===== config.mk =====
export PLATFORM = sky130hd
export DESIGN_NAME = jsb_instr_ext
export DESIGN_NICKNAME = d
export VERILOG_FILES = /design/src/hw/jsb_instr_ext.v
export VERILOG_INCLUDE_DIRS = /design/src /design/src/hw
export SDC_FILE = /design/constraint.sdc
export NUM_CORES = 1
export LEC_CHECK = 0
export ABC_AREA = 1
export BUFFER_PORTS_ARGS = -buffer_cell sky130_fd_sc_hd__buf_2
export CORE_ASPECT_RATIO = 0.7
export CORE_UTILIZATION = 45
export CTS_BUF_LIST = sky130_fd_sc_hd__clkbuf_4
export CTS_CLUSTER_SIZE = 16
export DETAILED_ROUTE_END_ITERATION = 10
export GPL_ROUTABILITY_DRIVEN = 0
export GPL_TIMING_DRIVEN = 0
export PLACE_DENSITY_LB_ADDON = 0.12
export REMOVE_ABC_BUFFERS = 1
export SYNTH_ARGS = -nofsm -noshare
export SYNTH_HDL_FRONTEND = slang
export SYNTH_SLANG_ARGS = --single-unit
export TNS_END_PERCENT = 5

===== constraint.sdc =====
create_clock -name pclk -period 5.1 [get_ports pclk]
set_clock_uncertainty 0.05 [all_clocks]
set_input_delay 0.51 -clock pclk [delete_from_list [all_inputs] [get_ports pclk]]
set_output_delay 0.51 -clock pclk [all_outputs]
set_load 0.02 [all_outputs]

===== src/hw/jsb_regs.vh =====
// jsb_regs.vh: constants of the test-port service bus instruction block
// assumes: included by jsb_instr_ext.v and the test bench; definitions only, no logic
`ifndef JSB_REGS_VH
`define JSB_REGS_VH

// ********************************************************
// instruction codes
// ********************************************************
`define JSB_IR_WORD 5'h11
`define JSB_IR_BLOCK 5'h12
`define JSB_IR_CANCEL 5'h13
`define JSB_IR_SIZED 5'h15
`define JSB_IR_SYNC 5'h17
`define JSB_IR_DOMRST 5'h0c
`define JSB_IR_ERASE 5'h0f
`define JSB_IR_HALT 5'h1c
`define JSB_IR_BYPASS 5'h1f

// ********************************************************
// data register lengths
// ********************************************************
`define JSB_LEN_WORD 6'h23
`define JSB_LEN_SIZED 6'h27
`define JSB_LEN_BLOCK 6'h22
`define JSB_LEN_SYNC 6'h10
`define JSB_LEN_ONE 6'h01
`define JSB_SIZE_WORD 2'h2

// ********************************************************
// apb register offsets and reset values
// ********************************************************
`define JSB_OFF_CTRL 12'h000
`define JSB_OFF_STATUS 12'h004
`define JSB_OFF_ADDR 12'h008
`define JSB_OFF_SYNC 12'h00c
`define JSB_CTRL_RST 2'h3
`define JSB_CTRL_PORT_EN 0
`define JSB_CTRL_NVM 1

`endif


===== src/hw/jsb_instr_ext.v =====
// jsb_instr_ext.v: test access port with block access, abort, clock ratio,
// domain reset, full erase and cpu hold instructions on a service bus
// assumes: tck/tms/tdi come from pins and are far slower than pclk;
// the service bus answers every taken request once, in order
//
// Design decisions made here: the APB slave port and the address map.
`timescale 1ns/1ps
`include "jsb_regs.vh"

// Function
// (RQ1) block mode steps address, repeats direction
// (RQ2) debugger sets address before block mode
// (RQ3) block code 10010, 34-bit register
// (RQ4) writes shift all 32 bits
// (RQ5) one update per block element
// (RQ6) cancel code 10011 aborts, reports timeout
// (RQ7) new command only once busy clears
// (RQ8) sync 10111 counts 16-bit value down
// (RQ9) debugger polls busy after sync load
// (RQ10) domain reset bits hold domains reset
// (RQ11) debugger shifts every domain bit
// (RQ12) erase 01111 starts erase, clears security
// (RQ13) erase capture pattern shows busy
// (RQ14) no nonvolatile memory: erase completes at once
// (RQ15) programmer halts cpu around erase
// (RQ16) hold code 11100 resets, holds cpu
// (RQ17) debugger holds cpu while programming
// (RQ18) access starts in address mode, toggles
// (RQ19) access capture shows error until success
module jsb_instr_ext #(
  parameter DOMAINS = 5,
  parameter FIFO_DEPTH = 2,
  parameter FIFO_AW = 1
) (
  input wire pclk,
  input wire presetn,
  input wire psel,
  input wire penable,
  input wire pwrite,
  input wire [11:0] paddr,
  input wire [31:0] pwdata,
  output reg [31:0] prdata,
  output wire pready,
  output reg pslverr,
  input wire tck,
  input wire tms,
  input wire tdi,
  output reg tdo,
  output reg tdo_oe,
  output wire sb_req_valid,
  input wire sb_req_ready,
  output wire [35:0] sb_req_addr,
  output wire [1:0] sb_req_size,
  output wire sb_req_write,
  output wire [31:0] sb_req_wdata,
  output wire sb_abort,
  input wire sb_rsp_valid,
  output wire sb_rsp_ready,
  input wire [31:0] sb_rsp_rdata,
  input wire sb_rsp_err,
  input wire protect,
  input wire nvm_erase_done,
  output reg [DOMAINS-1:0] domain_reset,
  output reg cpu_hold,
  output reg sys_reset,
  output reg erase_start,
  output reg sec_clear
);

  // ********************************************************
  // tap states and helpers
  // ********************************************************
  localparam S_TLR = 4'h0, S_RTI = 4'h1, S_SDS = 4'h2, S_CDR = 4'h3;
  localparam S_SDR = 4'h4, S_E1D = 4'h5, S_PDR = 4'h6, S_E2D = 4'h7;
  localparam S_UDR = 4'h8, S_SIS = 4'h9, S_CIR = 4'ha, S_SIR = 4'hb;
  localparam S_E1I = 4'hc, S_PIR = 4'hd, S_E2I = 4'he, S_UIR = 4'hf;
  localparam FW = 71;

  function [3:0] tap_next;
    input [3:0] st;
    input m;
    begin
      case (st)
        S_TLR: tap_next = m ? S_TLR : S_RTI;
        S_RTI: tap_next = m ? S_SDS : S_RTI;
        S_SDS: tap_next = m ? S_SIS : S_CDR;
        S_CDR: tap_next = m ? S_E1D : S_SDR;
        S_SDR: tap_next = m ? S_E1D : S_SDR;
        S_E1D: tap_next = m ? S_UDR : S_PDR;
        S_PDR: tap_next = m ? S_E2D : S_PDR;
        S_E2D: tap_next = m ? S_UDR : S_SDR;
        S_UDR: tap_next = m ? S_SDS : S_RTI;
        S_SIS: tap_next = m ? S_TLR : S_CIR;
        S_CIR: tap_next = m ? S_E1I : S_SIR;
        S_SIR: tap_next = m ? S_E1I : S_SIR;
        S_E1I: tap_next = m ? S_UIR : S_PIR;
        S_PIR: tap_next = m ? S_E2I : S_PIR;
        S_E2I: tap_next = m ? S_UIR : S_SIR;
        S_UIR: tap_next = m ? S_SDS : S_RTI;
        default: tap_next = S_TLR;
      endcase
    end
  endfunction

  // byte step of an access size: byte, halfword, word
  function [35:0] step_of;
    input [1:0] sz;
    begin
      case (sz)
        2'h0: step_of = 36'h000000001;
        2'h1: step_of = 36'h000000002;
        default: step_of = 36'h000000004;
      endcase
    end
  endfunction

  function [5:0] dr_len_of;
    input [4:0] code;
    begin
      case (code)
        `JSB_IR_WORD: dr_len_of = `JSB_LEN_WORD;
        `JSB_IR_SIZED: dr_len_of = `JSB_LEN_SIZED;
        `JSB_IR_BLOCK: dr_len_of = `JSB_LEN_BLOCK; // RQ3
        `JSB_IR_SYNC: dr_len_of = `JSB_LEN_SYNC;
        `JSB_IR_DOMRST: dr_len_of = DOMAINS[5:0];
        default: dr_len_of = `JSB_LEN_ONE;
      endcase
    end
  endfunction

  // ********************************************************
  // declarations
  // ********************************************************
  reg tck_m, tck_s, tck_d, tms_m, tms_s, tdi_m, tdi_s;
  reg [3:0] state;
  reg [4:0] ir, ir_sh;
  reg [38:0] dr, dr_sh, dr_cap;
  reg [1:0] ctrl;
  reg data_mode, dir_rd, last_rd, abort_pend, erase_busy, err;
  reg [35:0] addr;
  reg [1:0] size;
  reg push_q;
  reg [FW-1:0] push_data;
  reg [31:0] rdata;
  reg [15:0] sync_cnt;
  reg [1:0] outst;
  reg [FW-1:0] mem [0:FIFO_DEPTH-1];
  reg [FIFO_AW:0] wptr, rptr;
  reg [31:0] next_prdata;
  reg next_pslverr;
  wire port_en, rise, fall, upd_dr, upd_ir, acc_ok, acc_busy, sync_busy;
  wire empty, full, push, pop, rsp, cancel_go;
  wire [35:0] blk_addr;
  wire [5:0] len;

  assign port_en = ctrl[`JSB_CTRL_PORT_EN];
  assign rise = port_en & tck_s & ~tck_d;
  assign fall = port_en & ~tck_s & tck_d;
  assign upd_dr = rise && (state == S_UDR);
  assign upd_ir = rise && (state == S_UIR);
  assign cancel_go = upd_ir && (ir_sh == `JSB_IR_CANCEL);
  // posted writes block only while push_q waits, the buffer is full or an abort is pending; reads block until answered
  assign acc_busy = push_q | full | abort_pend | (last_rd & (~empty | (outst != 2'h0)));
  assign acc_ok = ~acc_busy; // RQ7
  assign sync_busy = (sync_cnt != 16'h0000);
  assign blk_addr = addr + step_of(size); // RQ1
  assign len = dr_len_of(ir);

  // ********************************************************
  // pin synchronisers and edge detect
  // ********************************************************
  always @(posedge pclk or negedge presetn) begin
    if (!presetn) begin
      tck_m <= 1'b0;
      tck_s <= 1'b0;
      tck_d <= 1'b0;
      tms_m <= 1'b1;
      tms_s <= 1'b1;
      tdi_m <= 1'b0;
      tdi_s <= 1'b0;
    end else begin
      tck_m <= tck;
      tck_s <= tck_m;
      tck_d <= tck_s;
      tms_m <= tms;
      tms_s <= tms_m;
      tdi_m <= tdi;
      tdi_s <= tdi_m;
    end
  end

  // ********************************************************
  // capture and shift values
  // ********************************************************
  always @* begin
    dr_sh = dr >> 1;
    dr_sh[len - 6'h01] = tdi_s;
    dr_cap = 39'h0;
    case (ir)
      `JSB_IR_WORD, `JSB_IR_SIZED: begin
        if (data_mode)
          dr_cap[33:0] = {err, acc_busy, rdata};
        else
          dr_cap[1:0] = {err, acc_busy};
      end
      `JSB_IR_BLOCK: dr_cap[33:0] = {err, acc_busy, rdata}; // RQ3
      `JSB_IR_SYNC: dr_cap[1:0] = {err, sync_busy};
      `JSB_IR_DOMRST: dr_cap[DOMAINS-1:0] = domain_reset;
      `JSB_IR_HALT: dr_cap[0] = cpu_hold; // RQ16
      default: dr_cap = 39'h0; // RQ6
    endcase
  end

  // ********************************************************
  // tap controller and instruction actions
  // ********************************************************
  always @(posedge pclk or negedge presetn) begin
    if (!presetn) begin
      state <= S_TLR;
      ir <= `JSB_IR_BYPASS;
      ir_sh <= 5'h00;
      dr <= 39'h0;
      data_mode <= 1'b0;
      addr <= 36'h0;
      size <= `JSB_SIZE_WORD;
      dir_rd <= 1'b0;
      last_rd <= 1'b0;
      push_q <= 1'b0;
      push_data <= {FW{1'b0}};
      abort_pend <= 1'b0;
      domain_reset <= {DOMAINS{1'b0}};
      cpu_hold <= 1'b0;
      sys_reset <= 1'b0;
      erase_start <= 1'b0;
      sec_clear <= 1'b0;
      erase_busy <= 1'b0;
      tdo <= 1'b0;
      tdo_oe <= 1'b0;
    end else begin
      sys_reset <= 1'b0;
      erase_start <= 1'b0;
      sec_clear <= 1'b0;
      if (push_q && !full)
        push_q <= 1'b0;
      // abort holds until every taken access has answered
      if (abort_pend && outst == 2'h0)
        abort_pend <= 1'b0;
      if (nvm_erase_done)
        erase_busy <= 1'b0;
      if (fall) begin
        tdo <= (state == S_SDR) ? dr[0] : ir_sh[0];
        tdo_oe <= (state == S_SDR) || (state == S_SIR);
      end
      if (rise) begin
        state <= tap_next(state, tms_s);
        case (state)
          S_TLR: begin
            ir <= `JSB_IR_BYPASS;
            data_mode <= 1'b0;
          end
          S_CIR: begin
            if (ir == `JSB_IR_ERASE)
              ir_sh <= {protect, 1'b0, erase_busy, 2'b01}; // RQ13
            else if (ir == `JSB_IR_DOMRST || ir == `JSB_IR_HALT || ir == `JSB_IR_BYPASS)
              ir_sh <= {protect, 4'b0001};
            else
              ir_sh <= {protect, err, acc_busy, 2'b01}; // RQ19
          end
          S_SIR: ir_sh <= {tdi_s, ir_sh[4:1]};
          S_CDR: dr <= dr_cap;
          S_SDR: dr <= dr_sh;
          S_UIR: begin
            ir <= ir_sh;
            if (ir_sh == `JSB_IR_WORD || ir_sh == `JSB_IR_SIZED)
              data_mode <= 1'b0; // RQ18
            if (cancel_go && (!empty || outst != 2'h0 || push_q)) begin
              abort_pend <= 1'b1; // RQ6
              push_q <= 1'b0;
            end
            // block read: fetch the next location ahead of the first scan
            if (ir_sh == `JSB_IR_BLOCK && dir_rd && acc_ok) begin
              addr <= blk_addr; // RQ1
              push_q <= 1'b1;
              push_data <= {blk_addr, size, 1'b0, 32'h0};
              last_rd <= 1'b1;
            end
            if (ir_sh == `JSB_IR_ERASE && ctrl[`JSB_CTRL_NVM]) begin // RQ14
              erase_start <= 1'b1; // RQ12
              sec_clear <= 1'b1;
              erase_busy <= 1'b1;
            end
          end
          S_UDR: begin
            case (ir)
              `JSB_IR_WORD, `JSB_IR_SIZED: begin
                if (acc_ok) begin
                  data_mode <= ~data_mode; // RQ18
                  if (!data_mode) begin
                    if (ir == `JSB_IR_WORD) begin
                      addr <= {dr[34:1], 2'b00};
                      size <= `JSB_SIZE_WORD;
                    end else begin
                      addr <= dr[38:3];
                      size <= dr[2:1];
                    end
                    dir_rd <= dr[0];
                    if (dr[0]) begin
                      push_q <= 1'b1;
                      last_rd <= 1'b1;
                      if (ir == `JSB_IR_WORD)
                        push_data <= {dr[34:1], 2'b00, `JSB_SIZE_WORD, 1'b0, 32'h0};
                      else
                        push_data <= {dr[38:3], dr[2:1], 1'b0, 32'h0};
                    end
                  end else if (!dir_rd) begin
                    push_q <= 1'b1;
                    last_rd <= 1'b0;
                    push_data <= {addr, size, 1'b1, dr[31:0]};
                  end
                end
              end
              `JSB_IR_BLOCK: begin
                // each element: step, then repeat the same direction
                if (acc_ok) begin
                  addr <= blk_addr; // RQ1
                  push_q <= 1'b1;
                  last_rd <= dir_rd;
                  push_data <= {blk_addr, size, ~dir_rd, dir_rd ? 32'h0 : dr[31:0]};
                end
              end
              `JSB_IR_DOMRST: domain_reset <= dr[DOMAINS-1:0]; // RQ10
              `JSB_IR_HALT: begin
                cpu_hold <= dr[0]; // RQ16
                sys_reset <= 1'b1;
              end
              default: dr <= dr;
            endcase
          end
          default: dr <= dr;
        endcase
      end
    end
  end

  // ********************************************************
  // clock ratio counter
  // ********************************************************
  always @(posedge pclk or negedge presetn) begin
    if (!presetn)
      sync_cnt <= 16'h0000;
    else if (upd_dr && ir == `JSB_IR_SYNC)
      sync_cnt <= dr[15:0]; // RQ8
    else if (sync_busy)
      sync_cnt <= sync_cnt - 16'h0001; // RQ8
  end

  // ********************************************************
  // two-entry request buffer
  // ********************************************************
  // fill side stalls on full with push_q waiting, drain side on sb_req_ready, abort_pend or three outstanding
  assign empty = (wptr == rptr);
  assign full = (wptr[FIFO_AW] != rptr[FIFO_AW]) && (wptr[FIFO_AW-1:0] == rptr[FIFO_AW-1:0]);
  assign push = push_q & ~full;
  assign sb_req_valid = ~empty & ~abort_pend & (outst != 2'h3);
  assign pop = sb_req_valid & sb_req_ready;
  assign {sb_req_addr, sb_req_size, sb_req_write, sb_req_wdata} = mem[rptr[FIFO_AW-1:0]];
  assign sb_abort = abort_pend; // RQ6

  always @(posedge pclk) begin
    if (push)
      mem[wptr[FIFO_AW-1:0]] <= push_data;
  end

  always @(posedge pclk or negedge presetn) begin
    if (!presetn) begin
      wptr <= {(FIFO_AW+1){1'b0}};
      rptr <= {(FIFO_AW+1){1'b0}};
    end else begin
      if (push)
        wptr <= wptr + 1'b1;
      // a cancel drops all queued requests that the bus has not taken
      if (cancel_go)
        rptr <= push ? wptr + 1'b1 : wptr; // RQ6
      else if (pop)
        rptr <= rptr + 1'b1;
    end
  end

  // ********************************************************
  // outstanding accesses, read data and error flag
  // ********************************************************
  assign sb_rsp_ready = 1'b1;
  assign rsp = sb_rsp_valid & (outst != 2'h0);

  always @(posedge pclk or negedge presetn) begin
    if (!presetn) begin
      outst <= 2'h0;
      rdata <= 32'h0;
      err <= 1'b0;
    end else begin
      outst <= outst + {1'b0, pop} - {1'b0, rsp};
      if (rsp && !abort_pend)
        rdata <= sb_rsp_rdata;
      // set wins over the clear of a new access
      if ((rsp && sb_rsp_err) || cancel_go)
        err <= 1'b1; // RQ19
      else if (pop)
        err <= 1'b0;
    end
  end

  // ********************************************************
  // apb slave
  // ********************************************************
  assign pready = 1'b1;

  always @* begin
    next_prdata = 32'h0;
    next_pslverr = 1'b0;
    case (paddr)
      `JSB_OFF_CTRL: next_prdata = {30'h0, ctrl};
      `JSB_OFF_STATUS: next_prdata = {12'h0, addr[35:32], 3'h0, ir, 2'h0, data_mode, cpu_hold,
                                      erase_busy, sync_busy, err, acc_busy};
      `JSB_OFF_ADDR: next_prdata = addr[31:0];
      `JSB_OFF_SYNC: next_prdata = {16'h0, sync_cnt};
      default: next_pslverr = 1'b1;
    endcase
  end

  // read data registered in the setup cycle, so no wait states are needed
  always @(posedge pclk or negedge presetn) begin
    if (!presetn) begin
      prdata <= 32'h0;
      pslverr <= 1'b0;
      ctrl <= `JSB_CTRL_RST;
    end else begin
      if (psel && !penable) begin
        prdata <= pwrite ? 32'h0 : next_prdata;
        pslverr <= next_pslverr;
      end
      if (psel && penable && pwrite && paddr == `JSB_OFF_CTRL)
        ctrl <= pwdata[1:0]; // RQ14
    end
  end

endmodule // jsb_instr_ext


# [Yosys cells after proc, flatten, opt, wreduce, memory -nomap -nowiden]
# Memory sizes are Yosys's and may differ from the RTL's.
# Index checks and enable logic that the tools add are counted.
[totals] word_cells=267 inputBits=89 mem_count=1 mem_bits_rw=142 output_inout_bits=119 regBits=275
[mem_list] name="mem" depth=2 width=71 read_ports=1 rd_clocked_by_memory_dff=0 write_ports=1 line_no="jsb_instr_ext.v:147" text="reg [FW-1:0] mem [0:FIFO_DEPTH-1];"
[op_classes] magnitude_cmp=2 eq_ne=46 n_mux=97 n_bitwise=22 addsub=7 reduce_logical=57
[ops] op="two-way mux 71 bit" n=7
[ops] op="case mux 71 bit (2 select lines)" n=2
[ops] op="two-way mux 36 bit" n=5
[ops] op="case mux 36 bit (2 select lines)" n=2
[ops] op="case mux 32 bit (4 select lines)" n=1
[ops] op="two-way mux 32 bit" n=3
[ops] op="case mux 39 bit (2 select lines)" n=1
[ops] op="case mux 29 bit (2 select lines)" n=1
[ops] op="equality test 5 bit, second input constant" n=10
[ops] op="case mux 4 bit (12 select lines)" n=1
[ops] op="two-way mux 1 bit" n=42
[ops] op="bitwise mux 39 bit" n=1
[ops] op="adder 36 bit" n=1
[ops] op="equality test 4 bit, second input constant" n=8
[ops] op="two-way mux 16 bit" n=2
[ops] op="case mux 6 bit (5 select lines)" n=1
[ops] op="equality test 12 x 4 -> 1 bit, second input constant" n=2
[ops] op="two-way mux 4 bit" n=6
[ops] op="case mux 5 bit (2 select lines)" n=2
[ops] op="logical AND 1 bit" n=18
[ops] op="equality test 4 x 3 -> 1 bit, second input constant" n=4
[ops] op="two-way mux 2 bit" n=8
[ops] op="nonzero test 16 bit" n=1
[ops] op="nonzero test 2 bit" n=8
[ops] op="other kinds (45)" n=94

# [Logic depth before layout (Yosys ltp)]
[logic_depth] word_depth=11 depth_mapped=16 depth_no_buf=16

# [Worst setup path after synthesis]
# No wires, ideal clock.
[synth_timing] kind="reg-to-reg" startpoint="register rptr[0]" endpoint="memory mem[0][0], enable pin" path_stages_with_launch=8 required_ns=4.613 setup_ns=0.437 arrival_time_ns=2.562 synth_period_minus_slack_ns=3.049 setup_slack_ns=2.051 cell_sequence="dfrtp_1 > buf_4 > nand2_1 > nand2_2 > nand2_1 > nand2_1 > inv_1 > ha_1"
[synth_via] elab_chain_cells=6
[synth_lines] item="from (decl)" line_no="jsb_instr_ext.v:148" text="reg [FIFO_AW:0] wptr, rptr;"
[synth_lines] item="from (signal assigned)" line_no="jsb_instr_ext.v:377" text="rptr <= {(FIFO_AW+1){1'b0}};"
[synth_lines] item="from (signal assigned)" line_no="jsb_instr_ext.v:383" text="rptr <= push ? wptr + 1'b1 : wptr;"
[synth_lines] item="from (signal assigned)" line_no="jsb_instr_ext.v:385" text="rptr <= rptr + 1'b1;"
[synth_lines] item="equality test 1 bit" line_no="jsb_instr_ext.v:362" text="assign full = (wptr[FIFO_AW] != rptr[FIFO_AW]) && (wptr[FIFO_AW-1:0] == rptr[FIFO_AW-1:0]);"
[synth_lines] item="logical AND 1 bit" line_no="jsb_instr_ext.v:362"
[synth_lines] item="NOT 1 bit" line_no="jsb_instr_ext.v:363" text="assign push = push_q & ~full;"
[synth_lines] item="bitwise AND 1 bit" line_no="jsb_instr_ext.v:363"
[synth_lines] item="two-way mux 1 bit" line_no="jsb_instr_ext.v:370" text="if (push)"
[synth_lines] item="two-way mux 1 bit (implied by the code)" line_no="jsb_instr_ext.v:371" text="mem[wptr[FIFO_AW-1:0]] <= push_data;"
[synth_lines] item="to (decl)" line_no="jsb_instr_ext.v:147"
# Every way passes these cells.

# [Final worst setup path]
[layout_timing] startpoint="register rptr[0]" endpoint="register addr[1]"
[layout_via] elab_chain_cells=9 elab_cells_between_ends=15 cone_classes="eq/ne (5); bitwise (7); reduce/logical (3)"
[layout_lines] item="equality test 2 bit or equality test 1 bit (tied branches)" line_no="jsb_instr_ext.v:361, jsb_instr_ext.v:362"
[layout_lines] item="NOT 1 bit or logical AND 1 bit (tied branches)" line_no="jsb_instr_ext.v:163, jsb_instr_ext.v:362"
[layout_lines] item="OR 1 bit" line_no="jsb_instr_ext.v:163" text="assign acc_busy = push_q | full | abort_pend | (last_rd & (~empty | (outst != 2'h0)));"
[layout_lines] item="bitwise AND 1 bit or OR 1 bit (tied branches)" line_no="jsb_instr_ext.v:163"
[layout_lines] item="OR 1 bit *" line_no="jsb_instr_ext.v:163"
[layout_lines] item="NOT 1 bit (no line)"
[layout_lines] item="logical AND 1 bit" line_no="jsb_instr_ext.v:281" text="if (ir_sh == `JSB_IR_BLOCK && dir_rd && acc_ok) begin"
[layout_lines] item="inequality test 2 x 1 -> 1 bit (no line)"
[layout_lines] item="AND reduction 7 bit (no line) *"
[layout_lines] item="to (signal assigned)" line_no="jsb_instr_ext.v:282" text="addr <= blk_addr;"
[layout_lines] item="to (signal assigned)" line_no="jsb_instr_ext.v:300" text="addr <= {dr[34:1], 2'b00};"
[layout_lines] item="to (signal assigned)" line_no="jsb_instr_ext.v:303" text="addr <= dr[38:3];"
[layout_lines] item="to (decl)" line_no="jsb_instr_ext.v:140" text="reg [35:0] addr;"
# Every way passes the cells marked *; elsewhere a longest branch is shown, timed or not.
# A chain may end at the register's enable or synchronous reset.

==> out/metrics.csv <==
stage,metric,value,unit
status,run status,"complete, but fails checks",
status,failing checks,design-rule violations,
timing,fin crit share,91.31,%
floorplanning,initial core utilization,45.65,%
clock_tree,Clock Sinks,417,
grt,largest net degree at the start of global routing,80,
yosys,number of synthesized register bits,417,
clock_tree,CTS tree,yes,
detailed_routing,total number of vias,18160,
clock_tree,CTS H-tree lvls,3,
timing,fin. max-slew vios,0,
placement,I/O Buffers,175,
grt,initial antenna violation count,1,
placement,post-DP HPWL,43320,microns
detailed_routing,1st-pass router iterations,9,
detailed_routing,top sig layer,met4,
floorplanning,Die ar.,46580,sq um
power,Internal Power,6.799,mW
detailed_routing,DRC,2,
yosys,Syn Inst Count,2473,
grt,GRT overflow,0,
grt,first-pass GRT wire length,96870,microns
detailed_routing,Avg WL per Cell,18.05,microns
yosys,synthesized area,20570,sq um
setup_path,Crit Path Category,register to register,
yosys,Synth Area in Simple Gates,25.35,%
timing,Final Hold Viols,0,
finish,Layout Nets,2807,
timing,RSZ-0062 raised after global routing,no,
detailed_routing,antenna-violating nets left,0,
power,worst vdd ir,0.0002379,V
floorplanning,Die X,257.5,microns
yosys,Async SR Flop Fraction,65.95,%
detailed_routing,metal3 WL,5256,microns
setup_path,CP startpoint kind,register,
yosys,post-synth top area share,32.24,%
clock_tree,clk_lat worst skew,0.81,ns
finish,P&R area growth vs syn,16.18,%
worst_hold_path,worst hold path class,input pin to register,
power,Reg power frac,41.2,%
detailed_routing,WL met1,28990,microns
run,Max Cap Viol,0,
power,Combinational Power Share,33.1,%
clock_tree,post-CTS sizing,0,
floorplanning,Ports,208,
timing,Sum Neg Setup Slack,0,ns
yosys,"top cells by count, synth","844 x nand2_1, 265 x dfrtp_1, 214 x inv_1, 195 x nor2_1, 171 x o21ai_0",
timing,final setup fails,0,
grt,vias in the first global route,17260,
yosys,ranking of synthesized cells by area,"dfrtp_1 32%, edfxtp_1 21%, nand2_1 15%",
yosys,multiplexer area fraction after synthesis,1.697,%
power,Switching Share,40.50,%
yosys,Synth Area in Adders,0.7056,%
power,Pwr Density,478.2,nW/um^2
yosys,sequential area share after synthesis,54.25,%
floorplanning,Core Footprint,45060,sq um
detailed_routing,Iter 0 DRT Violations,2049,
power,clock network power share,25.7,%
floorplanning,placement row count,65,
clock_tree,clk slew on worst S/H paths,0.06,ns
yosys,"EDFF count, synth",142,
finish,Final Cell Area,23900,sq um
timing,Setup WS post-layout,0.4430,ns
yosys,"count leader, synth",nand2_1,
detailed_routing,WL met2,25860,microns
detailed_routing,total length of routed wires,61400,microns
finish,share of cells above drive strength 1,16.26,%
timing,Tightest Pin Transition,1.434,ns
grt,GRT Resource Usage Total,26.68,%
power,total power draw,11.43,mW
setup_path,"Req. time, crit path",5.70,ns
clock_tree,CTS Buf Count,104,
placement,Place WS,0.3172,ns
yosys,ys flop type,dfrtp_1,
power,Leak,11.26,nW
yosys,"Avg Cell Area, Syn",8.317,sq um
clock_tree,Max clock buf depth,3,
setup_path,Critical Path AT,5.25,ns
placement,Post-Place Cells,3162,
power,switching power,4.629,mW
clock_tree,Root Driver,clkbuf_4,
timing,Worst slew margin,4.412,%
yosys,"area leader, netlist",dfrtp_1,
yosys,largest family of logic cells by synthesized area,simple AND/OR/NAND/NOR gates,
floorplanning,die height,180.9,microns
yosys,Compound-Gate Fraction of Synth Area,10.71,%
detailed_routing,Vias/cell,5.338,
yosys,Cell variety after synth,49,
timing,Tmin final,4.657,ns
setup_path,Crit Path Max Fanout,73,
placement,area post-placement,22040,sq um
timing,fmax,214.7,MHz
yosys,synth warn,0,
finish,Post-Layout Cell Count,3402,
timing,Hold WS,0.1005,ns
setup_path,Worst Setup End Kind,register,
yosys,Synth Area in XOR/XNOR,0.7665,%
finish,final core utilization,53.04,%
-- cell type report --
cell class,count,area (sq um)
fill,4347,21160
sequential,417,11160
multi-input combinational,1731,8122
timing repair buffer,228,1597
clock buffer,169,1269
inverter,225,847.1
tap,603,754.5
clock inverter,28,143.9
antenna,1,2.502
-- layout by cell type (no fill, tap or decap), drive strengths merged, types with 41 or more instances in the layout --
cell type,netlist,layout
nand2,858,858
dfrtp,265,265
inv,220,221
clkbuf,60,169
dlygate4sd3,0,41
nor2,205,205
buf,41,187
a21oi,90,90
edfxtp,142,142
o21ai,221,221
nand3,149,149
-- final timing paths --
path                                startpoint                    end  slack (ns)  depth (start not counted)
min in group asynchronous              presetn  rdata[27]$_DFFE_PN0P_        0.17                          2
max in group asynchronous              presetn    size[1]$_DFFE_PN1P_        3.60                          4
min reg2reg                    tck_m$_DFF_PN0_        tck_s$_DFF_PN0_        0.31                          0
max                        rptr[0]$_DFFE_PN0P_    addr[1]$_DFFE_PN0P_        0.44                         11
min                                    penable    ctrl[0]$_DFFE_PN1P_        0.10                          5
max reg2reg                rptr[0]$_DFFE_PN0P_    addr[1]$_DFFE_PN0P_        0.44                         11
-- sequential cells by signal, summed over array words and instances, names as in the netlist, 4 cells and up --
register	count
ir_sh	5
rdata	32
push_data	71
state	4
domain_reset	5
mem	142
addr	36
sync_cnt	16
prdata	32
ir	5
dr	39
-- power groups by stage --
stage	Sequential (mW)	Clock, mW	Combinational [mW]
3_3_place_gp	4.77	0	3.63
5_1_grt	4.77	3.20	4.22
3_5_place_dp	4.74	0	3.72
2_1_floorplan	4.52	0	2.48
6_report	4.70	2.94	3.79
4_1_cts	4.68	3.01	3.76
-- metal layers --
metal | track usage [%] | vias to the layer above
li1 | - | 8681
met2 | 37.94 | 786
met4 | 7.929 | 0
met5 | 0 | -
met1 | 41.18 | 8602
met3 | 4.728 | 92
-- what timing repair did --
action                                 in CTS  in global routing
setup endpoints to repair                   0                  0
hold buffers                               41                  0
buffers inserted                            0                  0
endpoints found under the hold margin     188                  0
-- critical path, cell delays in order (launching register included) --
cell and delay, ns:
dfrtp_4 0.65, buf_12 0.25, inv_4 0.66, nand2_1 0.15, nand2_2 0.15, nand3_1 0.14
nand2_1 0.15, nand2_2 0.18, nand3_2 0.42, nand3_1 0.99, o21ai_0 0.49, inv_1 0.07
-- kinds of logic (layout without fill, tap and decap cells) --
kind of cell / Yosys count / in the layout
and+or+nand+nor: 1272 / 1272
DFF: 417 / 417
AOI/OAI and AO/OA: 397 / 397
buffers and inverters: 326 / 650
muxes: 31 / 31
xor gates and xnor gates: 18 / 18
adders and majority gates: 11 / 11
other: 1 / 3
Note: power is estimated with default switching activity, not from simulation.
